`config.mk`:
```
export PLATFORM = sky130hd
export DESIGN_NAME = tcp_timer
export DESIGN_NICKNAME = d
export VERILOG_FILES = /design/src/tcp_pkg.sv /design/src/tcp_timer.sv
export SDC_FILE = /design/constraint.sdc
export NUM_CORES = 1
export LEC_CHECK = 0
export BUFFER_PORTS_ARGS = -buffer_cell sky130_fd_sc_hd__buf_2
export CAP_MARGIN = 5
export CORE_ASPECT_RATIO = 1.2
export CORE_MARGIN = 5
export CORE_UTILIZATION = 35
export DETAILED_ROUTE_END_ITERATION = 10
export SKIP_CTS_REPAIR_TIMING = 1
export SLEW_MARGIN = 10
export SYNTH_ARGS = -nofsm -noshare
export SYNTH_HDL_FRONTEND = slang
export SYNTH_SLANG_ARGS = --single-unit
```
`constraint.sdc`:
```
create_clock -name pclk -period 2.3 [get_ports pclk]
set_input_delay 0.115 -clock pclk [delete_from_list [all_inputs] [get_ports pclk]]
set_output_delay 0.115 -clock pclk [all_outputs]
set_load 0.03 [all_outputs]
```
`src/tcp_pkg.sv`:
```
// package for the prescaled 8/16-bit timer/counter
package tcp_pkg;
   // ------------------------------------------------------------
   // register map (byte addresses)
   // ------------------------------------------------------------
   localparam logic [11:0] ADDR_CONTROL    = 12'h000;
   localparam logic [11:0] ADDR_LOW        = 12'h004;
   localparam logic [11:0] ADDR_HIGH       = 12'h008;
   localparam logic [11:0] ADDR_IRQ_STATUS = 12'h00c;
   localparam logic [11:0] ADDR_IRQ_MASK   = 12'h010;
   localparam logic [11:0] ADDR_SLEEP      = 12'h014;
   // ------------------------------------------------------------
   // field positions and reset values
   // ------------------------------------------------------------
   localparam int BIT_RUN    = 7;
   localparam int BIT_WIDTH  = 6;
   localparam int BIT_SOURCE = 5;
   localparam int BIT_EDGE   = 4;
   localparam int BIT_BYPASS = 3;
   localparam logic [7:0] CONTROL_RESET = 8'hff;
   localparam logic [7:0] HIGH_RESET    = 8'h00;
   localparam logic [1:0] WRITE_HOLD_CYCLES = 2'h2;
   // ------------------------------------------------------------
   // types
   // ------------------------------------------------------------
   typedef struct packed {
      logic       run_control;
      logic       width_select;
      logic       clock_source_select;
      logic       edge_select;
      logic       prescaler_bypass;
      logic [2:0] prescale_ratio;
   } tcp_control_t;
   typedef struct packed {
      logic        overflow_irq;
      logic [15:0] count_value;
   } tcp_status_t;
endpackage

```
`src/tcp_timer.sv`:
```
// prescaled 8/16-bit timer/counter with apb registers
//
// Decided for this implementation: register access over APB and the register offsets.
`timescale 1ns/1ns
module tcp_timer
   import tcp_pkg::*;
(
   // apb
   input  wire logic        pclk,
   input  wire logic        presetn,
   input  wire logic        psel,
   input  wire logic        penable,
   input  wire logic        pwrite,
   input  wire logic [11:0] paddr,
   input  wire logic [31:0] pwdata,
   output logic [31:0]      prdata,
   output logic             pready,
   output logic             pslverr,
   // pins
   input  wire logic        count_input_pin,
   output logic             irq
);
   import tcp_pkg::*;

   // ------------------------------------------------------------
   // registers
   // ------------------------------------------------------------
   tcp_control_t ctrl;
   logic [7:0]   count_low_byte;
   logic [7:0]   count_live_high;
   logic [7:0]   count_high_buffer;
   logic         overflow_flag;
   logic         overflow_irq_enable;
   logic         sleep_mode;
   logic [7:0]   prescale_count;
   logic [1:0]   hold_count;
   logic [2:0]   pin_sync;
   logic         pin_level;
   logic         pin_prev;

   // ------------------------------------------------------------
   // bus decode
   // ------------------------------------------------------------
   logic access;
   logic setup;
   logic wr;
   logic rd;
   logic mapped;
   logic wr_low;
   logic wr_high;
   logic wr_control;
   logic wr_status;
   logic wr_mask;
   logic wr_sleep;
   logic rd_low;
   // access phase: the one edge at which a transfer takes effect
   assign access     = psel & penable;
   // setup phase: the answer is registered here, one cycle ahead
   assign setup      = psel & ~penable;
   assign wr         = access & pwrite;
   assign rd         = access & ~pwrite;
   assign mapped     = paddr inside {ADDR_CONTROL, ADDR_LOW, ADDR_HIGH,
                                     ADDR_IRQ_STATUS, ADDR_IRQ_MASK, ADDR_SLEEP};
   // per-register strobes, each high for the single access edge
   assign wr_low     = wr & (paddr == ADDR_LOW);
   assign wr_high    = wr & (paddr == ADDR_HIGH);
   assign wr_control = wr & (paddr == ADDR_CONTROL);
   assign wr_status  = wr & (paddr == ADDR_IRQ_STATUS);
   assign wr_mask    = wr & (paddr == ADDR_IRQ_MASK);
   assign wr_sleep   = wr & (paddr == ADDR_SLEEP);
   assign rd_low     = rd & (paddr == ADDR_LOW);

   // ------------------------------------------------------------
   // pin synchroniser and edge detect
   // ------------------------------------------------------------
   // three stages; the first may go metastable and is read by the second only
   always_ff @(posedge pclk or negedge presetn) begin
      if (!presetn) begin
         pin_sync <= 3'h0;
      end else begin
         pin_sync <= {pin_sync[1:0], count_input_pin};
      end
   end

   // a level is taken only once the last two stages agree
   always_ff @(posedge pclk or negedge presetn) begin
      if (!presetn) begin
         pin_level <= 1'b0;
      end else if (pin_sync[1] == pin_sync[2]) begin
         pin_level <= pin_sync[2];
      end
   end

   // resets low like the idle pin, so no false edge follows reset
   always_ff @(posedge pclk or negedge presetn) begin
      if (!presetn) begin
         pin_prev <= 1'b0;
      end else begin
         pin_prev <= pin_level;
      end
   end

   logic pin_rise;
   logic pin_fall;
   logic pin_edge;
   logic source_tick;
   assign pin_rise = ~pin_prev & pin_level;
   assign pin_fall = pin_prev & ~pin_level;

   // edge select only matters while the pin is the count source
   always_comb begin
      if (ctrl.edge_select) begin
         pin_edge = pin_fall;
      end else begin
         pin_edge = pin_rise;
      end
   end

   // the internal source ticks on every instruction cycle, one per pclk
   always_comb begin
      if (ctrl.clock_source_select) begin
         source_tick = pin_edge;
      end else begin
         source_tick = 1'b1;
      end
   end

   // ------------------------------------------------------------
   // prescaler
   // ------------------------------------------------------------
   logic       active;
   logic       prescale_tick;
   logic       prescale_run;
   logic       hold_clear;
   logic       divided_tick;
   logic       count_tick;
   logic [7:0] ratio_mask;
   // sleep stops both the counter and the prescaler
   assign active = ctrl.run_control & ~sleep_mode;

   // low prescaler bits that must all be set for one output tick
   always_comb begin
      ratio_mask = 8'h01;
      unique case (ctrl.prescale_ratio)
         3'h0: ratio_mask = 8'h01;
         3'h1: ratio_mask = 8'h03;
         3'h2: ratio_mask = 8'h07;
         3'h3: ratio_mask = 8'h0f;
         3'h4: ratio_mask = 8'h1f;
         3'h5: ratio_mask = 8'h3f;
         3'h6: ratio_mask = 8'h7f;
         3'h7: ratio_mask = 8'hff;
      endcase
   end

   assign prescale_tick = source_tick & ((prescale_count & ratio_mask) == ratio_mask);
   // the prescaler only advances while it is assigned and the block runs
   assign prescale_run  = active & source_tick & ~ctrl.prescaler_bypass;
   assign hold_clear    = (hold_count == 2'h0);
   // bypass takes every source tick, otherwise only the prescaler carry
   assign divided_tick  = ctrl.prescaler_bypass ? source_tick : prescale_tick;
   assign count_tick    = active & hold_clear & divided_tick;

   // a counter write restarts the division, so the next count is a full period, or two at ratio 0 where the hold drops the first carry
   always_ff @(posedge pclk or negedge presetn) begin
      if (!presetn) begin
         prescale_count <= 8'h00;
      end else if (wr_low && !ctrl.prescaler_bypass) begin
         prescale_count <= 8'h00;
      end else if (prescale_run) begin
         prescale_count <= prescale_count + 8'h01;
      end
   end

   // with the prescaler bypassed, software may write a value two ahead to make up for the hold
   always_ff @(posedge pclk or negedge presetn) begin
      if (!presetn) begin
         hold_count <= 2'h0;
      end else if (wr_low) begin
         hold_count <= WRITE_HOLD_CYCLES;
      end else if (hold_count != 2'h0) begin
         hold_count <= hold_count - 2'h1;
      end
   end

   // ------------------------------------------------------------
   // counter
   // ------------------------------------------------------------
   logic low_carry;
   logic wrap;
   // the low byte carries out on every ff to 00 step of a count tick
   assign low_carry = count_tick && (count_low_byte == 8'hff);
   // 8-bit mode wraps on the low carry alone; 16-bit needs the high byte full
   assign wrap      = low_carry &&
                      (ctrl.width_select || count_live_high == 8'hff);

   // low byte: loaded by a counter write, else advances on each count tick
   always_ff @(posedge pclk or negedge presetn) begin
      if (!presetn) begin
         count_low_byte <= 8'h00;
      end else if (wr_low) begin
         count_low_byte <= pwdata[7:0];
      end else if (count_tick) begin
         count_low_byte <= count_low_byte + 8'h01;
      end
   end

   // live high byte: only reachable through the buffer, frozen in 8-bit mode
   always_ff @(posedge pclk or negedge presetn) begin
      if (!presetn) begin
         count_live_high <= 8'h00;
      end else if (wr_low && !ctrl.width_select) begin
         count_live_high <= count_high_buffer;
      end else if (low_carry && !ctrl.width_select) begin
         count_live_high <= count_live_high + 8'h01;
      end
   end

   // the buffer snapshots the live high byte one edge after the low byte is sampled, so a carry at the setup edge tears a 16-bit read
   always_ff @(posedge pclk or negedge presetn) begin
      if (!presetn) begin
         count_high_buffer <= HIGH_RESET;
      end else if (wr_high) begin
         count_high_buffer <= pwdata[7:0];
      end else if (rd_low && !ctrl.width_select) begin
         count_high_buffer <= count_live_high;
      end
   end

   // ------------------------------------------------------------
   // control and interrupt registers
   // ------------------------------------------------------------
   // control may be rewritten at any time, also while counting
   always_ff @(posedge pclk or negedge presetn) begin
      if (!presetn) begin
         ctrl <= tcp_control_t'(CONTROL_RESET);
      end else if (wr_control) begin
         ctrl <= tcp_control_t'(pwdata[7:0]);
      end
   end

   always_ff @(posedge pclk or negedge presetn) begin
      if (!presetn) begin
         overflow_irq_enable <= 1'b0;
      end else if (wr_mask) begin
         overflow_irq_enable <= pwdata[0];
      end
   end

   always_ff @(posedge pclk or negedge presetn) begin
      if (!presetn) begin
         sleep_mode <= 1'b0;
      end else if (wr_sleep) begin
         sleep_mode <= pwdata[0];
      end
   end

   // set wins over a clear in the same cycle, so no overflow is lost
   always_ff @(posedge pclk or negedge presetn) begin
      if (!presetn) begin
         overflow_flag <= 1'b0;
      end else if (wrap) begin
         overflow_flag <= 1'b1;
      end else if (wr_status && pwdata[0]) begin
         overflow_flag <= 1'b0;
      end
   end

   logic mask_clearing;
   logic next_irq;
   // a mask write that clears the enable drops irq at once, not a cycle late
   assign mask_clearing = wr_mask & ~pwdata[0];
   assign next_irq      = (overflow_flag | wrap) & overflow_irq_enable & ~mask_clearing;

   always_ff @(posedge pclk or negedge presetn) begin
      if (!presetn) begin
         irq <= 1'b0;
      end else begin
         irq <= next_irq;
      end
   end

   // ------------------------------------------------------------
   // apb answer
   // ------------------------------------------------------------
   // the live high byte is never read directly, only through its buffer
   logic [31:0] read_value;
   always_comb begin
      read_value = 32'h0000_0000;
      unique case (paddr)
         ADDR_CONTROL:    read_value = {24'h000000, ctrl};
         ADDR_LOW:        read_value = {24'h000000, count_low_byte};
         ADDR_HIGH:       read_value = {24'h000000, count_high_buffer};
         ADDR_IRQ_STATUS: read_value = {31'h00000000, overflow_flag};
         ADDR_IRQ_MASK:   read_value = {31'h00000000, overflow_irq_enable};
         ADDR_SLEEP:      read_value = {31'h00000000, sleep_mode};
         default:         read_value = 32'h0000_0000;
      endcase
   end

   // the answer is registered in the setup cycle and stands for exactly
   // the access cycle that follows; writes always read back zero
   logic [31:0] next_prdata;
   logic        next_pslverr;
   assign next_pslverr = ~mapped;
   assign next_prdata  = pwrite ? 32'h0000_0000 : read_value;

   always_ff @(posedge pclk or negedge presetn) begin
      if (!presetn) begin
         pready  <= 1'b0;
         pslverr <= 1'b0;
         prdata  <= 32'h0000_0000;
      end else if (setup) begin
         pready  <= 1'b1;
         pslverr <= next_pslverr;
         prdata  <= next_prdata;
      end else begin
         pready  <= 1'b0;
         pslverr <= 1'b0;
         prdata  <= 32'h0000_0000;
      end
   end
endmodule

```
# == After elaboration in Yosys (flattened, before gate mapping) ==
# Memory sizes are Yosys's and may differ from the RTL's.
# Cells that the tools add are included.
# totals
reg_bits,85
romBits,56
inputBits,50
output_inout_bits,35
n_memories,1
# memory_table
name,depth,word_bits,rd,rd_clocked_by_memory_dff,write_ports,line_no,rtl
(no name shown),8,7,1,0,0,tcp_timer.sv:144,unique case (ctrl.prescale_ratio)
# classes
add_sub_neg,4
eq_ne,9
mux,20
n_bitwise,33
n_reduce_logical,20
# op_table
operator,count
8-bit 2-to-1 mux,9
8-bit case mux with 6 select lines,1
32-bit 2-to-1 mux,1
8-bit by 1-bit adder with 8-bit output (second input constant),3
12-bit by 4-bit == test with 1-bit output (second input constant),2
12-bit by 5-bit == test with 1-bit output (second input constant),2
1-bit bitwise AND,22
8-bit == test (second input constant),2
2-bit nonzero test,7
12-bit by 3-bit == test with 1-bit output (second input constant),1
12-bit logical NOT,1
1-bit inverter,9
8-bit bitwise AND,1
8-bit == test,1
1-bit logical AND,7
1-bit 2-to-1 mux,7
6-bit nonzero test,1
2-bit 2-to-1 mux,2
1-bit logical NOT,2
2-bit logical NOT,1
2-bit by 1-bit subtractor with 2-bit output (second input constant),1
1-bit == test,1
1-bit logical OR,1
1-bit bitwise OR,1

# == Logic depth before layout (Yosys ltp) ==
# Gate-level depths: netlist of the first run.
# logic_depth
word_depth,12
mapped_depth,9
mapped_depth_nobuf,7

# == Worst setup path before layout of the first run ==
# OpenSTA, ideal clock, no wires.
# synth_timing
path_type,register to register
start,register ctrl[4] (netlist name)
end,register count_live_high[7]
setup_time_ns,0.094
arrival_ns,2.017
required_time_ns,2.206
slack_ns,0.189
path_stages_with_launch,7
path_cell_list,dfstp_2 and3b_1 o311ai_1 or3_1 buf_2 or4_1 a221oi_2
# synth_via
elab_chain_len,8
# synth_rtl
item,line_no,rtl
start: declaration,tcp_timer.sv:28,tcp_control_t ctrl;
start signal: assignment,tcp_timer.sv:236,ctrl <= tcp_control_t'(CONTROL_RESET);
start signal: assignment,tcp_timer.sv:238,ctrl <= tcp_control_t'(pwdata[7:0]);
1-bit 2-to-1 mux (*),tcp_timer.sv:112,if (ctrl.edge_select) begin
1-bit 2-to-1 mux (*),tcp_timer.sv:121,if (ctrl.clock_source_select) begin
1-bit bitwise AND,tcp_timer.sv:156,assign prescale_tick = source_tick & ((prescale_count & ratio_mask) == ratio_mask);
1-bit 2-to-1 mux (*),tcp_timer.sv:161,assign divided_tick = ctrl.prescaler_bypass ? source_tick : prescale_tick;
1-bit bitwise AND (*),tcp_timer.sv:162,assign count_tick = active & hold_clear & divided_tick;
1-bit logical AND (*),tcp_timer.sv:192,assign low_carry = count_tick && (count_low_byte == 8'hff);
1-bit logical AND (*),tcp_timer.sv:214,end else if (low_carry && !ctrl.width_select) begin
2-bit nonzero test (no source line) (*),--,
end signal: assignment,tcp_timer.sv:213,count_live_high <= count_high_buffer;
end signal: assignment,tcp_timer.sv:215,count_live_high <= count_live_high + 8'h01;
end: declaration,tcp_timer.sv:30,logic [7:0] count_live_high;
# Every way passes the cells marked *; elsewhere a longest branch is shown, timed or not.
# A chain may end at the register's enable or synchronous reset.

# == Final worst setup path of the first run ==
# layout_timing
start,register count_low_byte[1]
end,register count_live_high[7]
# layout_via
elab_chain_len,4
# layout_rtl
item,line_no,rtl
start: declaration,tcp_timer.sv:29,logic [7:0] count_low_byte;
start signal: assignment,tcp_timer.sv:202,count_low_byte <= pwdata[7:0];
start signal: assignment,tcp_timer.sv:204,count_low_byte <= count_low_byte + 8'h01;
8-bit == test,tcp_timer.sv:192,
1-bit logical AND,tcp_timer.sv:192,
1-bit logical AND,tcp_timer.sv:214,
2-bit nonzero test (no source line),--,
# Every way passes these cells.

==> results.sh, run 1 <==
export IMPL_grt_pass1_vias=2744
export IMPL_insertion_delay_ns=0.33
export IMPL_fillers=953
export IMPL_htree_levels=3
export IMPL_ant_nets=0
export IMPL_yosysMostFrequentCell="dfrtp_1"
export IMPL_drtPass1Iterations=4
export IMPL_drive_gt1_frac=0.288
export IMPL_cp_required_ns=2.54
export IMPL_ioPinCount=85
export IMPL_worstPathMaxFanout=5
export IMPL_placement_io_buffers=36
export IMPL_cap_violations=0
export IMPL_min_period_ns=2.15
export IMPL_synth_top_area_share=0.386
export IMPL_initial_core_util=0.359
export IMPL_dieWidth_um=100
export IMPL_stdcell_count=526
export IMPL_critPathBufInv=1
export IMPL_core_area_mm2=0.00956
export IMPL_synth_area_leaders="dfrtp_1 39%, dfstp_2 6.1%, buf_4 5.5%"
export IMPL_antenna_found_initial=0
export IMPL_cts_buffers=9
export IMPL_holdWs_ns=0.0191
export IMPL_async_reset_ff_frac=1.00
export IMPL_ys_flop_type="dfrtp_1"
export IMPL_drt_initial_drc_count=163
export IMPL_vias=2653
export IMPL_clock_sinks=61
export IMPL_crit_arrival_ns=2.39
export IMPL_drt_total_wl_um=8170
export IMPL_finalSetupViolCount=0
export IMPL_synth_enable_flop_cells=0
export IMPL_gp_congestion=0.873
export IMPL_yosys_top_cells_count="53 x dfrtp_1, 32 x nor2_1, 25 x buf_4, 24 x nand2_1, 17 x nor3_1"
export IMPL_yosysSeqAreaShare=0.448
export IMPL_synth_cell_types=63
export IMPL_clock_path_buffers=2
export IMPL_cts_tree="built"
export IMPL_diodes=0
export IMPL_fp_row_count=39
export IMPL_yosysWarnings=0
export IMPL_placed_area_mm2=0.00380
export IMPL_clockRootBuffer="clkbuf_16"
export IMPL_cp_start_kind="register"
export IMPL_status="finished clean"
export IMPL_clk_pin_slew_ns=0.05
export IMPL_max_freq_mhz=465
export IMPL_r2r_end="count_live_high[7]"
export IMPL_fin_crit_sh=0.934
export IMPL_slowest_delay_ns=0.52
export IMPL_crit_type="register to register"
export IMPL_worstMarginPinSlew_ns=0.558
export IMPL_dpl_hpwl_um=6060
export IMPL_ys_ff_latch=61
export IMPL_final_core_util=0.432
export IMPL_hold_end="prdata[0]"
export IMPL_design_area_mm2=0.00413
export IMPL_die_height_um=118
export IMPL_ff2ff_setup_slack_ns=0.15
export IMPL_reg2reg_from="count_low_byte[1]"
export IMPL_die_area_mm2=0.0119
export IMPL_p_sw_uw=632
export IMPL_remaining_drc_errors=0
export IMPL_clock_power_share=0.495
export IMPL_leakage_nw=1.90
export IMPL_holdPathStages=2
export IMPL_power_density_mw_per_mm2=648
export IMPL_ff2ff_path_depth=6
export IMPL_dp_cells=508
export IMPL_syn_cell_area_mm2=0.00343
export IMPL_power_internal_mw=2.04
export IMPL_path_cells="ha_1 > nand3_1 > or3_4 > buf_4 > or4_1 > a221oi_2"
export IMPL_viasPerCell=5.04
export IMPL_p_seq_frac=0.421
export IMPL_grt_max_degree=24
export IMPL_finalClockSkew_ns=0.00613
export IMPL_final_max_slew_viol_count=0
export IMPL_rsz0062_at_grt="no"
export IMPL_nNetsFinal=452
export IMPL_grt_ovfl_total=0
export IMPL_maxSlewHeadroom=0.628
export IMPL_area_growth_pct=20.2
export IMPL_min_from="pwrite"
export IMPL_switching_share=0.236
export IMPL_hold_path_class="input pin to register"
export IMPL_setup_tns_ns=0
export IMPL_combPwrFrac=0.084
export IMPL_wl_per_cell_um=15.5
export IMPL_ir_drop_uv=272
export IMPL_cp_end_kind="register"
export IMPL_synth_top_area_cell="dfrtp_1"
export IMPL_grt_pass1_wl_um=13600
export IMPL_cp_top_family="simple AND/OR/NAND/NOR gates"
export IMPL_slowest_stage="or4_1"
export IMPL_hold_violations=0
export IMPL_grt_total_usage=0.146
export IMPL_syn_area_per_cell_um2=10.0
export IMPL_synthCells=342
==> flip-flops by register name (all words and copies together), names as in the netlist <==
signal and count:
count_high_buffer 8, count_live_high 8, count_low_byte 8, ctrl 8
prdata 8, prescale_count 8, pin_sync 3, hold_count 2
irq 1, overflow_flag 1, overflow_irq_enable 1, pin_level 1
pin_prev 1, pready 1, pslverr 1, sleep_mode 1
==> kinds of logic (layout without fill, tap and decap cells) <==
family	count (synthesis)	after routing	share of synthesized area
buffers and inverters	48	86	0.0856
multiplexers	17	17	0.0532
AND/OR/NAND/NOR	130	130	0.210
flip-flops	61	61	0.448
adder cells (fa/ha/maj)	5	5	0.0175
XOR/XNOR	17	17	0.0434
other	1	24	0.00109
AO/OA/AOI/OAI	63	63	0.142
==> stage by stage <==
step | setup slack, ns | power (mW)
3_3_place_gp | 0.0840 | 1.36
5_1_grt | 0.0179 | 2.80
2_1_floorplan | 0.189 | 1.32
4_1_cts | 0.0539 | 2.72
3_5_place_dp | 0.0630 | 1.37
6_report | 0.152 | 2.68
==> power by group through the flow <==
stage          Combinational [mW]  Sequential, mW  Clock (mW)
3_5_place_dp                0.225            1.14           0
5_1_grt                     0.255            1.13        1.41
6_report                    0.226            1.13        1.32
3_3_place_gp                0.219            1.14           0
4_1_cts                     0.226            1.13        1.36
2_1_floorplan               0.174            1.14           0
==> placed cells by master (no fill, tap or decap), types with 3 or more instances in the layout <==
cell type and instances:
a21o_1 3, a21oi_1 7, a21oi_2 4, a222oi_1 8
a31oi_1 4, and2_1 3, and3_1 3, buf_12 3
buf_2 36, buf_4 18, clkbuf_16 9, conb_1 24
dfrtp_1 53, dfstp_2 8, ha_1 4, inv_1 11
mux2_1 5, mux2_2 5, mux2i_1 7, nand2_1 24
nand3_1 10, nand4_1 6, nor2_1 32, nor3_1 15
nor3_2 3, o21ai_0 11, o21ai_1 4, o22ai_2 4
or3_1 4, xnor2_1 14, xor2_1 3
==> final cells by class <==
| class | count | area, µm² | share of cell area |
|---|---|---|---|
| clock buffer | 12 | 246 | 0.0597 |
| multi-input combinational | 256 | 1710 | 0.413 |
| timing repair buffer | 59 | 395 | 0.0958 |
| sequential | 61 | 1540 | 0.372 |
| tap | 123 | 154 | 0.0373 |
| inverter | 11 | 41.3 | 0.0100 |
| clock inverter | 4 | 47.5 | 0.0115 |
==> worst max path at each step <==
| stage | end | slack [ns] | from | cells after the start |
|---|---|---|---|---|
| 6_report | count_live_high[7] | 0.15 | count_low_byte[1] | 6 |
| 4_1_cts | count_live_high[1] | 0.05 | ctrl[7] | 7 |
| 3_3_place_gp | count_live_high[7] | 0.08 | ctrl[7] | 5 |
| 3_5_place_dp | count_live_high[7] | 0.06 | ctrl[7] | 5 |
| 2_1_floorplan | count_live_high[7] | 0.19 | ctrl[4] | 6 |
| 5_1_grt | count_live_high[4] | 0.02 | count_low_byte[1] | 7 |
==> per-layer routing <==
metal | wire (µm) | up-vias | GRT usage
li1 | - | 1295 | -
met1 | 3390 | 1277 | 0.179
met2 | 4020 | 58 | 0.232
met3 | 396 | 23 | 0.0401
met4 | 361 | 0 | 0.0800
met5 | 0 | - | 0
Note: power is estimated with default switching activity, not from simulation.
==> inputs of run 2 (changes only) <==
--- a/config.mk
+++ b/config.mk
@@ -11,7 +11,7 @@
 export CORE_MARGIN = 5
 export CORE_UTILIZATION = 35
 export DETAILED_ROUTE_END_ITERATION = 10
-export SKIP_CTS_REPAIR_TIMING = 1
+export SETUP_SLACK_MARGIN = 0.2
 export SLEW_MARGIN = 10
 export SYNTH_ARGS = -nofsm -noshare
 export SYNTH_HDL_FRONTEND = slang
==> run 2 against run 1 <==
Effect of this change:
- setup slack better by 0.062 ns
- utilization up 1.4 points
- die area is the same
- non-clock buffer count up 11
- routed wire length is 5.2% higher
- sequential cell count is the same
- critical path type unchanged
- highest routed layer unchanged
==> results.sh, run 2 (synthesis results as in run 1) <==
export IMPL_fp_row_count=39
export IMPL_gp_congestion=0.898
export IMPL_status="finished clean"
export IMPL_grt_pass1_wl_um=13900
export IMPL_ir_drop_uv=264
export IMPL_cap_violations=0
export IMPL_leakage_nw=1.95
export IMPL_dieWidth_um=100
export IMPL_clock_path_buffers=2
export IMPL_clock_sinks=61
export IMPL_die_area_mm2=0.0119
export IMPL_ant_nets=0
export IMPL_drt_initial_drc_count=156
export IMPL_final_max_slew_viol_count=0
export IMPL_fillers=940
export IMPL_vias=2762
export IMPL_max_freq_mhz=479
export IMPL_grt_max_degree=40
export IMPL_hold_path_class="input pin to register"
export IMPL_r2r_end="count_live_high[7]"
export IMPL_grt_total_usage=0.149
export IMPL_slowest_delay_ns=0.48
export IMPL_fin_crit_sh=0.907
export IMPL_hold_end="prdata[0]"
export IMPL_die_height_um=118
export IMPL_antenna_found_initial=0
export IMPL_layout_common_cells="53 x dfrtp_1, 36 x buf_2, 32 x nor2_1, 30 x buf_4"
export IMPL_final_common_cell="dfrtp_1"
export IMPL_ff2ff_setup_slack_ns=0.21
export IMPL_maxSlewHeadroom=0.617
export IMPL_rsz0062_at_grt="yes"
export IMPL_cts_buffers=9
export IMPL_dpl_hpwl_um=6170
export IMPL_cp_end_kind="register"
export IMPL_reg2reg_from="ctrl[1]"
export IMPL_clockRootBuffer="clkbuf_16"
export IMPL_ioPinCount=85
export IMPL_initial_core_util=0.359
export IMPL_diodes=0
export IMPL_path_cells="o21ba_1 > nor2_1 > a211oi_1 > buf_4 > or3_4 > or4_4 > a221oi_2"
export IMPL_cp_required_ns=2.54
export IMPL_grt_pass1_vias=2840
export IMPL_worstMarginPinSlew_ns=0.573
export IMPL_holdPathStages=2
export IMPL_slowest_stage="or4_4"
export IMPL_crit_type="register to register"
export IMPL_min_period_ns=2.09
export IMPL_area_growth_pct=24.1
export IMPL_cts_tree="built"
export IMPL_nNetsFinal=463
export IMPL_power_density_mw_per_mm2=639
export IMPL_min_from="pwrite"
export IMPL_cp_start_kind="register"
export IMPL_worstPathMaxFanout=6
export IMPL_ff2ff_path_depth=7
export IMPL_core_area_mm2=0.00956
export IMPL_htree_levels=3
export IMPL_holdWs_ns=0.0210
export IMPL_placement_io_buffers=36
export IMPL_hold_violations=0
export IMPL_wl_per_cell_um=16.0
export IMPL_finalSetupViolCount=0
export IMPL_setup_tns_ns=0
export IMPL_finalClockSkew_ns=0.00877
export IMPL_grt_ovfl_total=0
export IMPL_drive_gt1_frac=0.326
export IMPL_crit_arrival_ns=2.33
export IMPL_clk_pin_slew_ns=0.05
export IMPL_remaining_drc_errors=0
export IMPL_viasPerCell=5.14
export IMPL_insertion_delay_ns=0.33
export IMPL_drt_total_wl_um=8590
export IMPL_drtPass1Iterations=5
[run 2: metal layers]
layer  wire (µm)  track usage  vias to the layer above
met5           0            0                        -
met4         242       0.0834                        0
met3         456       0.0283                       17
met2        4380        0.251                       80
met1        3510        0.175                     1346
li1            -            -                     1319
[run 2: metrics by stage]
stage               cells  instance area, µm²  power [mW]  setup WS, ns   util
global route          537                4260        2.82        0.0935  0.446
detailed placement    509                3800        1.39        0.0515  0.397
CTS                   531                4190        2.74         0.182  0.438
floorplan             365                3530        1.32         0.202      -
global placement      509                3800        1.38        0.0432  0.397
finish                537                4260        2.72         0.213  0.446
[run 2: power breakdown]
| part | internal, mW | switching [mW] |
|---|---|---|
| Combinational | 0.0874 | 0.167 |
| Sequential | 1.11 | 0.0191 |
| Clock | 0.864 | 0.476 |
| Total | 2.06 | 0.663 |
[run 2: layout make-up]
cell class              count  area [µm²]  area share
clock inverters             4        47.5      0.0112
well taps                 123         154      0.0361
multi-input cells         256        1770       0.415
repair buffers             70         465       0.109
clock buffers              12         246      0.0578
inverters                  11        41.3     0.00969
flip-flops and latches     61        1540       0.361
[run 2: worst max-delay path by stage]
stage                         from                 end  slack [ns]  depth (start not counted)
after floorplan            ctrl[4]  count_live_high[7]        0.20                          6
after global placement    paddr[9]  count_live_high[1]        0.04                          8
after detailed placement  paddr[9]  count_live_high[1]        0.05                          8
after CTS                  ctrl[2]  count_live_high[7]        0.18                          7
after global routing       ctrl[0]  count_live_high[7]        0.09                          7
final                      ctrl[1]  count_live_high[7]        0.21                          7
[run 2: timing repair]
item                                   CTS  global route
endpoints found under the hold margin   21             0
setup endpoints to repair                8             8
buffers inserted                         4             6
gates resized for setup                  9             5
hold buffers                             2             0
pin swaps                                3             9
[run 2: worst max-delay path, delay by kind of cell (launching register included)]
| family | cells | cell delay [ns] |
|---|---|---|
| buffers and inverters | 1 | 0.17 |
| AO/OA/AOI/OAI | 3 | 0.49 |
| AND/OR/NAND/NOR | 3 | 0.95 |
| flip-flops | 1 | 0.39 |
